==> src/include/cpg_defs.svh <==
// Constants for the configuration permission gate: option bits, defaults, codes.
`ifndef CPG_DEFS_SVH
`define CPG_DEFS_SVH

// Option bit index into a 32-bit permission mask: byte 0 security, 1 gp, 2 ble, 3 system.
`define CPG_OPT_PRIMARY_KEY    5'h00
`define CPG_OPT_SECONDARY_KEY  5'h01
`define CPG_OPT_TERTIARY_KEY   5'h02
`define CPG_OPT_DELEGATE_MASK  5'h04
`define CPG_OPT_OWNER_PIN      5'h06
`define CPG_OPT_DELEGATE_PIN   5'h07
`define CPG_OPT_GP_SECURITY    5'h09
`define CPG_OPT_GP_BUTTON_MAP  5'h0a
`define CPG_OPT_GP_PROTOCOL    5'h0c
`define CPG_OPT_GP_UNPAIR      5'h0d
`define CPG_OPT_BLE_SECURITY   5'h11
`define CPG_OPT_SYS_COMMISSION 5'h18
`define CPG_OPT_SYS_FACTORY    5'h19
`define CPG_OPT_SYS_RADIO      5'h1d

// Mask layout and reset values.
`define CPG_VALID_MASK       32'h333f37d7
`define CPG_OWNER_DEFAULT    32'h333f37d7
`define CPG_DELEGATE_DEFAULT 32'h333f3787
`define CPG_DELEGATE_LIMIT   32'h333f3787

// Setup register fields and defaults.
`define CPG_KEYSEL_LSB       2
`define CPG_KEYSEL_PRIMARY   2'h0
`define CPG_KEYSEL_SECONDARY 2'h1
`define CPG_GP_SEC_DEFAULT   8'h00
`define CPG_BLE_SEC_DEFAULT  8'h00
`define CPG_GP_PROTO_DEFAULT 8'h07
`define CPG_DEVID_GENERIC    3'h7
`define CPG_SLOT_MUTE        8'hff
`define CPG_SLOTS_DEFAULT    64'hffffffffffffffff
`define CPG_RADIO_BLE_BIT    0

// Request status codes: outcome in the high nibble, user and kind in the low one.
`define CPG_ST_NONE     8'h00
`define CPG_ST_SUCCESS  8'h30
`define CPG_ST_PIN_ERR  8'h70
`define CPG_ST_PERM_ERR 8'h90
`define CPG_ST_PARM_ERR 8'hb0
`define CPG_ST_DELEGATE 8'h08

`endif

==> src/include/cpg_pkg.sv <==
// Types shared by the configuration permission gate modules.
package cpg_pkg;

  typedef enum logic [0:0] {
    CPG_OWNER    = 1'h0,
    CPG_DELEGATE = 1'h1
  } cpg_user_type;

  typedef enum logic [1:0] {
    CPG_KIND_UPDATE     = 2'h0,
    CPG_KIND_COMMISSION = 2'h1,
    CPG_KIND_FACTORY    = 2'h2,
    CPG_KIND_UNPAIR     = 2'h3
  } cpg_kind_type;

  typedef enum logic [2:0] {
    CPG_IDLE  = 3'h1,
    CPG_CHECK = 3'h2,
    CPG_APPLY = 3'h4
  } cpg_phase_type;

  typedef enum logic [2:0] {
    CPG_RD_PRIMARY   = 3'h0,
    CPG_RD_SECONDARY = 3'h1,
    CPG_RD_TERTIARY  = 3'h2,
    CPG_RD_OWNER     = 3'h3,
    CPG_RD_DELEGATE  = 3'h4,
    CPG_RD_STATUS    = 3'h5
  } cpg_read_type;

  typedef struct packed {
    cpg_user_type user;
    cpg_kind_type kind;
    logic [4:0]   target;
    logic         pinOk;
    logic [127:0] data;
  } cpg_req_type;

  typedef struct packed {
    logic         valid;
    logic         generic;
    logic [7:0]   command;
    logic [127:0] key;
  } cpg_tx_type;

  typedef struct packed {
    cpg_phase_type phase;
    cpg_req_type   req;
    logic [7:0]    status;
    logic [31:0]   ownerMask;
    logic [31:0]   delegateMask;
    logic [127:0]  primaryKey;
    logic [127:0]  secondaryKey;
    logic [127:0]  tertiaryKey;
    logic [31:0]   ownerPin;
    logic [31:0]   delegatePin;
    logic [7:0]    gpSecurity;
    logic [7:0]    bleSecurity;
    logic [7:0]    gpProtocol;
    logic [63:0]   slots;
    logic          bleMode;
    cpg_tx_type    tx;
    logic          rdValid;
    logic [127:0]  rdData;
  } cpg_state_type;

  typedef struct packed {
    logic [1:0] first;
    logic [1:0] second;
  } cpg_sync_state_type;

endpackage : cpg_pkg

==> src/hw/cpg_gate.sv <==
// Permission gate, key store and command-slot telegram selection for the config store.
// Contract
// - In gp mode, a non-generic device id picks command from eight slots by rockers and action.
// - A slot holding 0xff suppresses the gp data telegram for that event; ble mode and generic id ignore slots.
// - Primary key is the default for telegram authentication and private addresses.
// - Reading the primary key register returns its contents.
// - Key-selection field in the active radio's security setup picks secondary key.
// - Secondary key is writable but always reads as zero.
// - Tertiary key encrypts commissioning key; write-only, reads as zero.
// - Both masks share one layout: security, gp, ble, system bytes.
// - An option is available to a user only when its mask bit is one.
// - Owner withdraws delegate options by clearing delegate mask bits.
// - Only owner edits delegate mask and owner pin; both edit delegate pin.
// - Security byte: keys bits 0-2, mask bit 4, pins bits 6 and 7.
// - Gp byte: transmit, security, buttons, protocol, unpair at bits 0,1,2,4,5.
// - Ble byte: bits 0 to 5 grant the six ble options.
// - System byte: commission, factory reset, button and radio at bits 0,1,4,5.
// - Reserved bits read zero and are never granted.
// - Factory defaults grant every non-reserved gp, ble and system bit to both.
// - Ungranted option yields permission error coded by kind and user.
`timescale 1ns/100ps
`include "cpg_defs.svh"
module cpg_gate (
  input  wire logic                 clk,
  input  wire logic                 reset,
  input  wire logic                 reqValid,
  input  wire cpg_pkg::cpg_req_type req,
  output logic                      reqReady,
  output logic [7:0]                reqStatus,
  input  wire logic                 rdReq,
  input  wire cpg_pkg::cpg_read_type rdSel,
  output logic                      rdValid,
  output logic [127:0]              rdData,
  input  wire logic                 rockerA,
  input  wire logic                 rockerB,
  input  wire logic                 harvestEvent,
  input  wire logic                 harvestPress,
  output cpg_pkg::cpg_tx_type       tx,
  output logic                      bleMode,
  output logic [127:0]              commissionKey
);
  cpg_pkg::cpg_state_type st_reg;
  cpg_pkg::cpg_state_type st_next;
  logic [1:0]  rockerSync;
  logic [31:0] userMask;
  logic        granted;
  logic [4:0]  target;
  logic [7:0]  code;
  logic [2:0]  slotIdx;
  logic [7:0]  slotSel;
  logic [1:0]  keySel;
  logic        genericId;
  // A named copy of the valid mask, because a bare literal cannot be bit-selected.
  localparam logic [31:0] ValidMask = `CPG_VALID_MASK;

  // Rocker pins come from outside the clock domain.
  cpg_sync u_sync (
    .clk     (clk),
    .reset   (reset),
    .pinIn   ({rockerA, rockerB}),
    .pinSync (rockerSync)
  );

  // Permission view of the latched request.
  always_comb begin
    userMask = (st_reg.req.user == cpg_pkg::CPG_OWNER) ? st_reg.ownerMask
                                                       : st_reg.delegateMask;
    case (st_reg.req.kind)
      cpg_pkg::CPG_KIND_COMMISSION: target = `CPG_OPT_SYS_COMMISSION;
      cpg_pkg::CPG_KIND_FACTORY:    target = `CPG_OPT_SYS_FACTORY;
      cpg_pkg::CPG_KIND_UNPAIR:     target = `CPG_OPT_GP_UNPAIR;
      default:                      target = st_reg.req.target;
    endcase
    // Reserved bits fail through the valid mask even if a mask were corrupted.
    granted = userMask[target] & ValidMask[target];
    // Owner-only options are refused to the delegate regardless of its mask.
    if (st_reg.req.user == cpg_pkg::CPG_DELEGATE &&
        (target == `CPG_OPT_DELEGATE_MASK || target == `CPG_OPT_OWNER_PIN)) begin
      granted = 1'b0;
    end
    code = {4'h0, 2'h0, st_reg.req.kind} + 8'h01;
    if (st_reg.req.user == cpg_pkg::CPG_DELEGATE) begin
      code = code | `CPG_ST_DELEGATE;
    end
  end

  // Telegram slot lookup: index is rocker a, rocker b, then press or release.
  always_comb begin
    slotIdx   = {rockerSync[1], rockerSync[0], harvestPress};
    slotSel   = st_reg.slots[{slotIdx, 3'h0} +: 8];
    genericId = (st_reg.gpProtocol[2:0] == `CPG_DEVID_GENERIC);
    keySel    = st_reg.bleMode ? st_reg.bleSecurity[`CPG_KEYSEL_LSB +: 2]
                               : st_reg.gpSecurity[`CPG_KEYSEL_LSB +: 2];
  end

  // Next-state logic for requests, reads and telegrams.
  always_comb begin
    st_next          = st_reg;
    st_next.rdValid  = 1'b0;
    st_next.tx.valid = 1'b0;
    case (st_reg.phase)
      cpg_pkg::CPG_IDLE: begin
        // Kind and user must already stand with the strobe.
        if (reqValid) begin
          st_next.req   = req;
          st_next.phase = cpg_pkg::CPG_CHECK;
        end
      end
      cpg_pkg::CPG_CHECK: begin
        st_next.phase = cpg_pkg::CPG_APPLY;
        if (!st_reg.req.pinOk) begin
          st_next.status = `CPG_ST_PIN_ERR | code;
        end else if (!granted) begin
          st_next.status = `CPG_ST_PERM_ERR | code;
        end else if ((target == `CPG_OPT_GP_SECURITY || target == `CPG_OPT_BLE_SECURITY) &&
                     st_reg.req.data[`CPG_KEYSEL_LSB + 1]) begin
          // Key-selection codes above secondary are undefined.
          st_next.status = `CPG_ST_PARM_ERR | code;
        end else begin
          st_next.status = `CPG_ST_SUCCESS | code;
        end
      end
      cpg_pkg::CPG_APPLY: begin
        st_next.phase = cpg_pkg::CPG_IDLE;
        // Only a success touches stored state; every error leaves it as it was.
        if ((st_reg.status & 8'hf0) == `CPG_ST_SUCCESS) begin
          if (st_reg.req.kind == cpg_pkg::CPG_KIND_FACTORY) begin
            st_next.ownerMask    = `CPG_OWNER_DEFAULT;
            st_next.delegateMask = `CPG_DELEGATE_DEFAULT;
            st_next.gpSecurity   = `CPG_GP_SEC_DEFAULT;
            st_next.bleSecurity  = `CPG_BLE_SEC_DEFAULT;
            st_next.gpProtocol   = `CPG_GP_PROTO_DEFAULT;
            st_next.slots        = `CPG_SLOTS_DEFAULT;
          end else if (st_reg.req.kind == cpg_pkg::CPG_KIND_UPDATE) begin
            if (target == `CPG_OPT_PRIMARY_KEY) begin
              st_next.primaryKey = st_reg.req.data;
            end else if (target == `CPG_OPT_SECONDARY_KEY) begin
              st_next.secondaryKey = st_reg.req.data;
            end else if (target == `CPG_OPT_TERTIARY_KEY) begin
              st_next.tertiaryKey = st_reg.req.data;
            end else if (target == `CPG_OPT_DELEGATE_MASK) begin
              // Cleared bits withdraw options; owner-only bits never reach the delegate.
              st_next.delegateMask = st_reg.req.data[31:0] & `CPG_DELEGATE_LIMIT;
            end else if (target == `CPG_OPT_OWNER_PIN) begin
              st_next.ownerPin = st_reg.req.data[31:0];
            end else if (target == `CPG_OPT_DELEGATE_PIN) begin
              st_next.delegatePin = st_reg.req.data[31:0];
            end else if (target == `CPG_OPT_GP_SECURITY) begin
              st_next.gpSecurity = st_reg.req.data[7:0];
            end else if (target == `CPG_OPT_BLE_SECURITY) begin
              st_next.bleSecurity = st_reg.req.data[7:0];
            end else if (target == `CPG_OPT_GP_PROTOCOL) begin
              st_next.gpProtocol = st_reg.req.data[7:0];
            end else if (target == `CPG_OPT_GP_BUTTON_MAP) begin
              st_next.slots = st_reg.req.data[63:0];
            end else if (target == `CPG_OPT_SYS_RADIO) begin
              st_next.bleMode = st_reg.req.data[`CPG_RADIO_BLE_BIT];
            end
          end
        end
      end
      default: begin
        st_next.phase = cpg_pkg::CPG_IDLE;
      end
    endcase

    // Register reads; the secondary and tertiary keys always read as zero.
    if (rdReq) begin
      st_next.rdValid = 1'b1;
      if (rdSel == cpg_pkg::CPG_RD_PRIMARY) begin
        st_next.rdData = st_reg.primaryKey;
      end else if (rdSel == cpg_pkg::CPG_RD_OWNER) begin
        st_next.rdData = {96'h0, st_reg.ownerMask & `CPG_VALID_MASK};
      end else if (rdSel == cpg_pkg::CPG_RD_DELEGATE) begin
        st_next.rdData = {96'h0, st_reg.delegateMask & `CPG_VALID_MASK};
      end else if (rdSel == cpg_pkg::CPG_RD_STATUS) begin
        st_next.rdData = {120'h0, st_reg.status};
      end else begin
        st_next.rdData = 128'h0;
      end
    end

    // Telegram selection on each harvester action.
    if (harvestEvent) begin
      st_next.tx.key = (keySel == `CPG_KEYSEL_SECONDARY) ? st_reg.secondaryKey
                                                         : st_reg.primaryKey;
      if (st_reg.bleMode || genericId) begin
        st_next.tx.valid   = 1'b1;
        st_next.tx.generic = 1'b1;
        st_next.tx.command = {5'h00, slotIdx};
      end else if (slotSel != `CPG_SLOT_MUTE) begin
        st_next.tx.valid   = 1'b1;
        st_next.tx.generic = 1'b0;
        st_next.tx.command = slotSel;
      end
    end
  end

  // State register; reset loads factory defaults.
  always_ff @(posedge clk or posedge reset) begin
    if (reset) begin
      st_reg              <= '0;
      st_reg.phase        <= cpg_pkg::CPG_IDLE;
      st_reg.ownerMask    <= `CPG_OWNER_DEFAULT;
      st_reg.delegateMask <= `CPG_DELEGATE_DEFAULT;
      st_reg.gpSecurity   <= `CPG_GP_SEC_DEFAULT;
      st_reg.bleSecurity  <= `CPG_BLE_SEC_DEFAULT;
      st_reg.gpProtocol   <= `CPG_GP_PROTO_DEFAULT;
      st_reg.slots        <= `CPG_SLOTS_DEFAULT;
    end else begin
      st_reg <= st_next;
    end
  end

  // Idle is one-hot bit 0, so ready comes straight from its flop with no decode.
  assign reqReady      = st_reg.phase[0];
  assign reqStatus     = st_reg.status;
  assign rdValid       = st_reg.rdValid;
  assign rdData        = st_reg.rdData;
  assign tx            = st_reg.tx;
  assign bleMode       = st_reg.bleMode;
  assign commissionKey = st_reg.tertiaryKey;

  // Checks on the gate's own behaviour.
  a_reserved_zero: assert property (@(posedge clk) disable iff (reset)
    ((st_reg.ownerMask | st_reg.delegateMask) & ~`CPG_VALID_MASK) == 32'h0)
    else $error("reserved permission bit set");

  a_delegate_limit: assert property (@(posedge clk) disable iff (reset)
    (st_reg.delegateMask & ~`CPG_DELEGATE_LIMIT) == 32'h0)
    else $error("delegate holds an owner-only option");

  a_muted_slot: assert property (@(posedge clk) disable iff (reset)
    harvestEvent && !st_reg.bleMode && !genericId && slotSel == `CPG_SLOT_MUTE
    |=> !tx.valid)
    else $error("telegram sent from a muted slot");

  a_slot_pick: assert property (@(posedge clk) disable iff (reset)
    harvestEvent && !st_reg.bleMode && !genericId && slotSel != `CPG_SLOT_MUTE
    |=> tx.valid && !tx.generic && tx.command == $past(slotSel))
    else $error("wrong command slot sent");

  a_key_read: assert property (@(posedge clk) disable iff (reset)
    rdReq && rdSel == cpg_pkg::CPG_RD_PRIMARY |=> rdValid && rdData == $past(st_reg.primaryKey))
    else $error("primary key read mismatch");

  a_secret_hidden: assert property (@(posedge clk) disable iff (reset)
    rdReq && (rdSel == cpg_pkg::CPG_RD_SECONDARY || rdSel == cpg_pkg::CPG_RD_TERTIARY)
    |=> rdData == 128'h0)
    else $error("hidden key exposed");

  a_reject_hold: assert property (@(posedge clk) disable iff (reset)
    st_reg.phase == cpg_pkg::CPG_APPLY && st_reg.status[7:4] != 4'h3
    |=> $stable(st_reg.ownerMask) && $stable(st_reg.delegateMask) &&
        $stable(st_reg.primaryKey) && $stable(st_reg.ownerPin) && $stable(st_reg.slots))
    else $error("rejected request changed state");

  a_perm_error: assert property (@(posedge clk) disable iff (reset)
    reqReady && reqValid && req.pinOk && req.user == cpg_pkg::CPG_DELEGATE &&
    req.kind == cpg_pkg::CPG_KIND_UPDATE && req.target == `CPG_OPT_OWNER_PIN
    |-> ##2 reqStatus == 8'h99)
    else $error("missing permission error");

  a_key_choice: assert property (@(posedge clk) disable iff (reset)
    harvestEvent && keySel == `CPG_KEYSEL_SECONDARY
    |=> !tx.valid || tx.key == $past(st_reg.secondaryKey))
    else $error("secondary key not used");

  a_perm_code: assert property (@(posedge clk) disable iff (reset)
    st_reg.phase == cpg_pkg::CPG_CHECK && st_reg.req.pinOk && !granted
    |=> reqStatus == {4'h9, st_reg.req.user, 3'(st_reg.req.kind) + 3'h1})
    else $error("permission error code wrong");

  a_factory_load: assert property (@(posedge clk) disable iff (reset)
    st_reg.phase == cpg_pkg::CPG_APPLY && st_reg.status[7:4] == 4'h3 &&
    st_reg.req.kind == cpg_pkg::CPG_KIND_FACTORY
    |=> st_reg.ownerMask == `CPG_OWNER_DEFAULT && st_reg.delegateMask == `CPG_DELEGATE_DEFAULT)
    else $error("factory defaults not restored");

  a_owner_fixed: assert property (@(posedge clk) disable iff (reset)
    !(st_reg.phase == cpg_pkg::CPG_APPLY && st_reg.req.kind == cpg_pkg::CPG_KIND_FACTORY)
    |=> $stable(st_reg.ownerMask))
    else $error("owner mask changed outside a factory reset");

  a_delegate_edit: assert property (@(posedge clk) disable iff (reset)
    st_reg.phase == cpg_pkg::CPG_APPLY && st_reg.req.user == cpg_pkg::CPG_DELEGATE &&
    st_reg.req.kind == cpg_pkg::CPG_KIND_UPDATE
    |=> $stable(st_reg.delegateMask) && $stable(st_reg.ownerPin))
    else $error("delegate changed an owner-only setting");

  a_reserved_deny: assert property (@(posedge clk) disable iff (reset)
    st_reg.phase == cpg_pkg::CPG_CHECK && st_reg.req.kind == cpg_pkg::CPG_KIND_UPDATE &&
    st_reg.req.target[2:0] == 3'h7 && st_reg.req.target[4:3] != 2'h0
    |=> reqStatus[7:4] != 4'h3)
    else $error("reserved option granted");

  a_generic_pick: assert property (@(posedge clk) disable iff (reset)
    harvestEvent && (st_reg.bleMode || genericId)
    |=> tx.valid && tx.generic && tx.command == {5'h00, $past(slotIdx)})
    else $error("generic telegram wrong");

  a_default_key: assert property (@(posedge clk) disable iff (reset)
    harvestEvent && keySel == `CPG_KEYSEL_PRIMARY
    |=> tx.key == $past(st_reg.primaryKey))
    else $error("primary key not used by default");
endmodule : cpg_gate

==> src/hw/cpg_sync.sv <==
// Two-stage synchroniser for the two rocker pins.
`timescale 1ns/100ps
module cpg_sync (
  input  wire logic       clk,
  input  wire logic       reset,
  input  wire logic [1:0] pinIn,
  output logic      [1:0] pinSync
);
  cpg_pkg::cpg_sync_state_type st_reg;
  cpg_pkg::cpg_sync_state_type st_next;

  // The first stage feeds only the second one, to let metastability settle.
  always_comb begin
    st_next        = st_reg;
    st_next.first  = pinIn;
    st_next.second = st_reg.first;
  end

  // State register.
  always_ff @(posedge clk or posedge reset) begin
    if (reset) begin
      st_reg <= '0;
    end else begin
      st_reg <= st_next;
    end
  end

  assign pinSync = st_reg.second;
endmodule : cpg_sync

==> config.mk <==
export PLATFORM = sky130hd
export DESIGN_NAME = cpg_gate
export DESIGN_NICKNAME = d
export VERILOG_FILES = /design/src/include/cpg_pkg.sv /design/src/hw/cpg_gate.sv /design/src/hw/cpg_sync.sv
export VERILOG_INCLUDE_DIRS = /design/src /design/src/include
export SDC_FILE = /design/constraint.sdc
export NUM_CORES = 2
export LEC_CHECK = 0
export ABC_CLOCK_PERIOD_IN_PS = 52700
export BUFFER_PORTS_ARGS = -buffer_cell sky130_fd_sc_hd__buf_2
export CORE_MARGIN = 2
export CORE_UTILIZATION = 45
export CTS_BUF_LIST = sky130_fd_sc_hd__clkbuf_16
export DETAILED_ROUTE_END_ITERATION = 8
export PLACE_DENSITY = 0.66
export SLEW_MARGIN = 20
export SYNTH_ARGS = -nofsm -noshare
export SYNTH_HDL_FRONTEND = slang
export SYNTH_SLANG_ARGS = --single-unit
==> constraint.sdc <==
create_clock -name clk -period 52.7 [get_ports clk]
set_input_delay 2.635 -clock clk [delete_from_list [all_inputs] [get_ports clk]]
set_output_delay 2.635 -clock clk [all_outputs]
set_load 0.02 [all_outputs]
## Yosys cells after proc, flatten, opt, wreduce, memory -nomap -nowiden

Memories as Yosys holds them, arrays and structs flattened.
Cells that the tools add are included.

- Multiply operators: 0
- Add/subtract/negate cells: 1
- Reduce and logical (&&, ||, !) cells: 28
- Order comparisons: 1
- Div/mod/pow operators: 0
- Bitwise logic cells: 12
- Shift-type cells: 1
- Eq/ne operators: 33
- Mux-type cells: 49

Operators by type and width:

| cell | count |
|---|---|
| 128-bit 2-to-1 mux | 5 |
| 569-bit 2-to-1 mux | 1 |
| 409-bit 2-to-1 mux | 1 |
| 153-bit 2-to-1 mux | 2 |
| 281-bit 2-to-1 mux | 1 |
| 32-bit 2-to-1 mux | 8 |
| 140-bit 2-to-1 mux | 1 |
| 138-bit 2-to-1 mux | 1 |
| 129-bit 2-to-1 mux | 1 |
| 121-bit 2-to-1 mux | 1 |
| 89-bit 2-to-1 mux | 1 |
| 84-bit 2-to-1 mux | 1 |
| 81-bit 2-to-1 mux | 1 |
| 73-bit 2-to-1 mux | 1 |
| 65-bit 2-to-1 mux | 1 |
| 64-bit 2-to-1 mux | 1 |
| 64-bit by 7-bit variable part select with 8-bit output | 1 |
| 30-bit 2-to-1 mux | 2 |
| 8-bit 2-to-1 mux | 7 |
| 10-bit 2-to-1 mux | 2 |
| 10-bit AND reduction | 2 |
| 5-bit by 3-bit == test with 1-bit output (second input constant) | 3 |
| 5-bit by 4-bit == test with 1-bit output (second input constant) | 3 |
| 5-bit case mux with 3 select lines | 1 |
| 36 further kinds | 76 |

- Memories: 1
- Output and inout bits: 405
- Word-level logic and storage cells: 152
- Memory bits (writable): 0
- Latch bits: 0
- Register bits: 975
- Bits in read-only memories: 32
- Input bits: 148

Memory list:

| name | words | bits a word | rd ports | clocked after memory_dff | write ports | line | source |
|---|---|---|---|---|---|---|---|
| (name not given) | 32 | 1 | 1 | 0 | 0 | cpg_gate.sv:75 | `granted = userMask[target] & ValidMask[target];` |

## Logic depth before layout (Yosys ltp)

- Word-level depth: 16
- Gate-level depth with buffers: 11
- Depth with buffers taken out: 8

## By module

From an unflattened synthesis, not the netlist that was laid out.

- Cells, all modules: 3288
- Area total of the unflattened synthesis: 39913.3 um2

Modules (own cells, without submodules):

| module | sequential area each (um2) | area each (um2) | times used | cells an instance |
|---|---|---|---|---|
| cpg_gate | 22380.2 | 39809.4 | 1 | 3283 |
| cpg_sync | 100.1 | 103.8 | 1 | 5 |

## Worst setup path after synthesis

Ideal clock, no wire load.

- Path type: input-to-reg
- From: input port harvestPress
- To: register st_reg (netlist bit tx[128])
- Required time: 52.621 ns
- Stages: 9
- Arrival: 4.258 ns
- Library setup time: 0.079 ns
- Slack: 48.363 ns
- Buffers on the path: 3
- Path through: buf_4 -> buf_4 -> mux4_2 -> mux2i_1 -> nor4_1 -> nand2_1 -> o21a_1 -> buf_2 -> a2bb2oi_1

- Longest elaborated chain between the ends: 4
- Elaborated cells on any way between the ends: 6
- Classes of those cells: eq/ne: 1; shift: 1; mux: 2; reduce/logical: 2

RTL lines:

| element | line | source |
|---|---|---|
| from (decl) | cpg_gate.sv:37 | `input wire logic harvestPress,` |
| 64-bit by 7-bit variable part select with 8-bit output | cpg_gate.sv:90 | `slotSel = st_reg.slots[{slotIdx, 3'h0} +: 8];` |
| 8-bit inequality test (no source line) | -- |  |
| 2-bit nonzero test (no source line) | -- |  |
| 2-bit AND reduction (no source line) | -- |  |
| to (signal assigned) | cpg_gate.sv:211 | `st_reg <= st_next;` |
| to (decl) | cpg_gate.sv:42 | `cpg_pkg::cpg_state_type st_reg;` |

Parallel ways exist; a longest one is shown, timed or not. The select of a mux whose other input is x is not followed.
A chain may end at the register's enable or synchronous reset.

==> flow_summary_export.csv <==
group,metric,value,unit
run_status,outcome,"completed",
die,io_pins,553,
die,fp.dieH,299,um
detailed_routing,routed_wl,96.8,mm
yosys,synth_fp_nets,3294,
finish,final_cell_area,0.0428,sq mm
worst_setup_path,start_kind,"primary input",
die,die_area,0.0892,sq mm
detailed_routing,ant_nets,0,
clock_network,clockRootBuffer,"clkbuf_16",
global_routing,grt_use_total,0.216,
finish,fillers,7675,
worst_setup_path,timing.rr.end,"commissionKey[56]$_DFFE_PP0P_",
clock_network,ctsResizeCount,0,
yosys,ys_seq_area_frac,0.576,
yosys,synth-edff-count,0,
worst_setup_path,rrSetupSlack,48790,ps
hold_path,hp-start,"u_sync.st_next[0]$_DFF_PP0_",
power_and_ir_drop,p_leak,21.6,nW
timing,finalSetupViolCount,0,
timing,slew_viol_final,0,
power_and_ir_drop,p_per_area,42.8,mW/mm^2
global_routing,antenna_found_initial,10,
global_routing,grt_pass1_wl,148,mm
detailed_routing,vias,23400,
detailed_routing,drc,0,
timing,slew_headroom,0.316,
detailed_routing,first_iter_violations,1640,
die,initial_core_util,0.452,
finish,fin_nets,3399,
worst_setup_path,arrival,6960,ps
hold_path,hp-class,"flop to flop",
yosys,synth_cells,3141,
yosys,yosys_register_bits,894,
timing,tightest_slew,1030,ps
timing,fin_crit_sh,0.120,
global_routing,grt_max_degree,183,
detailed_routing,wl_per_cell,21.6,um
timing,clock_skew,23.0,ps
finish,drive_gt1_frac,0.408,
yosys,ys_warn_count,0,
clock_network,cts_tree,"done",
placement,portBuffers,552,
placement,routabilityCongestion,0.869,
detailed_routing,vias_per_cell,5.21,
yosys,syn_area,0.0391,sq mm
clock_network,cts_made_buffers,96,
die,core,0.0863,sq mm
die,die_x,299,um
clock_network,post_cts_buffers,0,
run,cap_viol_max_count,0,
yosys,synth_ff_type,"dfrtp_1",
placement,hpwlAfterDp,63.6,mm
yosys,async_reset_ff_frac,1.00,
timing,fmax,158,MHz
clock_network,clk_pin_slew_worst_paths,60,ps
finish,area_growth_syn_to_layout,9.53,%
worst_setup_path,crit_type,"primary input to async pin",
global_routing,grt_overflow_total,0,
timing,rsz0062_at_grt,"no",
clock_network,clkLatencyLatePin,660,ps
worst_setup_path,crit_end,"st_reg[619]$_DFFE_PP0P_",
timing,final_hold_viol_count,0,
worst_setup_path,reg2reg_depth,9,
clock_network,hold_buffers,0,
worst_setup_path,r2r-start,"st_reg[1010]$_DFFE_PP0P_",
clock_network,htree_levels,3,
timing,finalCriticalPeriod,6320,ps
timing,setup_tns,0,ps
clock_network,cts_buffer_depth,3,
yosys,syn_area_per_cell,12.4,sq um
die,rows,108,
detailed_routing,drtPass1Iterations,5,
finish,largest_reg_flops,485,
yosys,synthDistinctLibCells,63,
worst_setup_path,required,53340,ps
worst_setup_path,critPathLaunch,"reset",
worst_setup_path,end_kind,"async pin",
clock_network,clock-sinks,894,
global_routing,grt_pass1_vias,23400,
placement,dpl_cell_area,0.0398,sq mm
power_and_ir_drop,vdd_ir_drop_max,0.0384,mV
worst_setup_path,path_max_fanout,182,
[where the power goes]
part           internal (W)  total, W  switching [W]
Sequential         0.000780  0.000909       0.000129
Clock              0.000362  0.000641       0.000279
Combinational      0.000129  0.000279       0.000150
Total               0.00127   0.00183       0.000558
[cell families after synthesis]
kind of cell,share of synthesized area
compound gates,0.0697
xor+xnor,0.000449
fa+ha+maj,0.00160
buf+inv,0.111
flops,0.576
mux,0.199
simple gates,0.0420
[through the flow]
stage | util | total power, W | instances | setup WS (ps) | hold WS [ps]
floorplan | - | 0.00108 | 3141 | 25080 | 331
global placement | 0.461 | 0.00119 | 4303 | 45470 | 336
CTS | 0.495 | 0.00185 | 4483 | 46190 | 357
global route | 0.495 | 0.00191 | 4487 | 45610 | 367
finish | 0.495 | 0.00183 | 4488 | 46380 | 357
detailed placement | 0.461 | 0.00120 | 4303 | 45480 | 335
[layer usage]
layer	part of all wire	GRT usage
met3	0.062	0.0505
met1	0.43	0.286
met5	0.00062	0
met4	0.030	0.0780
met2	0.48	0.346
[cells in the final DEF (no fill, tap or decap), types with 61 or more instances in the layout]
master       n
nand2_1    135
dfstp_2     87
buf_2      550
nor2_1     189
mux2_2     518
o21ai_0    117
dfrtp_1    807
o22a_1      61
clkbuf_16   98
mux2i_1    139
a21oi_1    228
inv_1      141
[cell usage after synthesis (all sizes together) (7+ instances only)]
master  count  area share
o22a       61       0.014
mux2      535        0.15
nor3        7      0.0010
nand3       7     0.00090
clkbuf     94      0.0091
mux4       16      0.0092
nor2      191       0.018
dfrtp     807        0.52
mux2i     139       0.036
buf       487       0.091
inv       121       0.012
o22ai       9      0.0014
o21a        8      0.0015
o21ai     117       0.015
nand2     137       0.014
dfstp      87       0.059
a21oi     228       0.029
[worst max-delay path, stage by stage]
cell and delay (ps):
buf_2 130, inv_8 530, buf_12 660, buf_4 850
buf_4 860, buf_4 900
[worst min path at each step]
stage,end,cells after the start,slack (ps)
CTS,u_sync.pinSync[0]$_DFF_PP0_,0,360
global route,u_sync.pinSync[0]$_DFF_PP0_,0,370
detailed placement,u_sync.pinSync[0]$_DFF_PP0_,0,330
floorplan,u_sync.pinSync[0]$_DFF_PP0_,0,330
finish,u_sync.pinSync[0]$_DFF_PP0_,0,360
global placement,u_sync.pinSync[0]$_DFF_PP0_,0,340
[layout make-up]
| cell class | count | area [sq um] | share of cell area |
|---|---|---|---|
| inverter | 121 | 462 | 0.0108 |
| multi-input combinational | 1545 | 12300 | 0.287 |
| antenna | 5 | 12.5 | 0.000293 |
| clock inverter | 82 | 543 | 0.0127 |
| tap | 1155 | 1450 | 0.0338 |
| clock buffer | 98 | 2450 | 0.0573 |
| timing repair buffer | 588 | 3090 | 0.0722 |
| sequential | 894 | 22500 | 0.526 |
No activity file was read; power rests on OpenSTA's default activity.
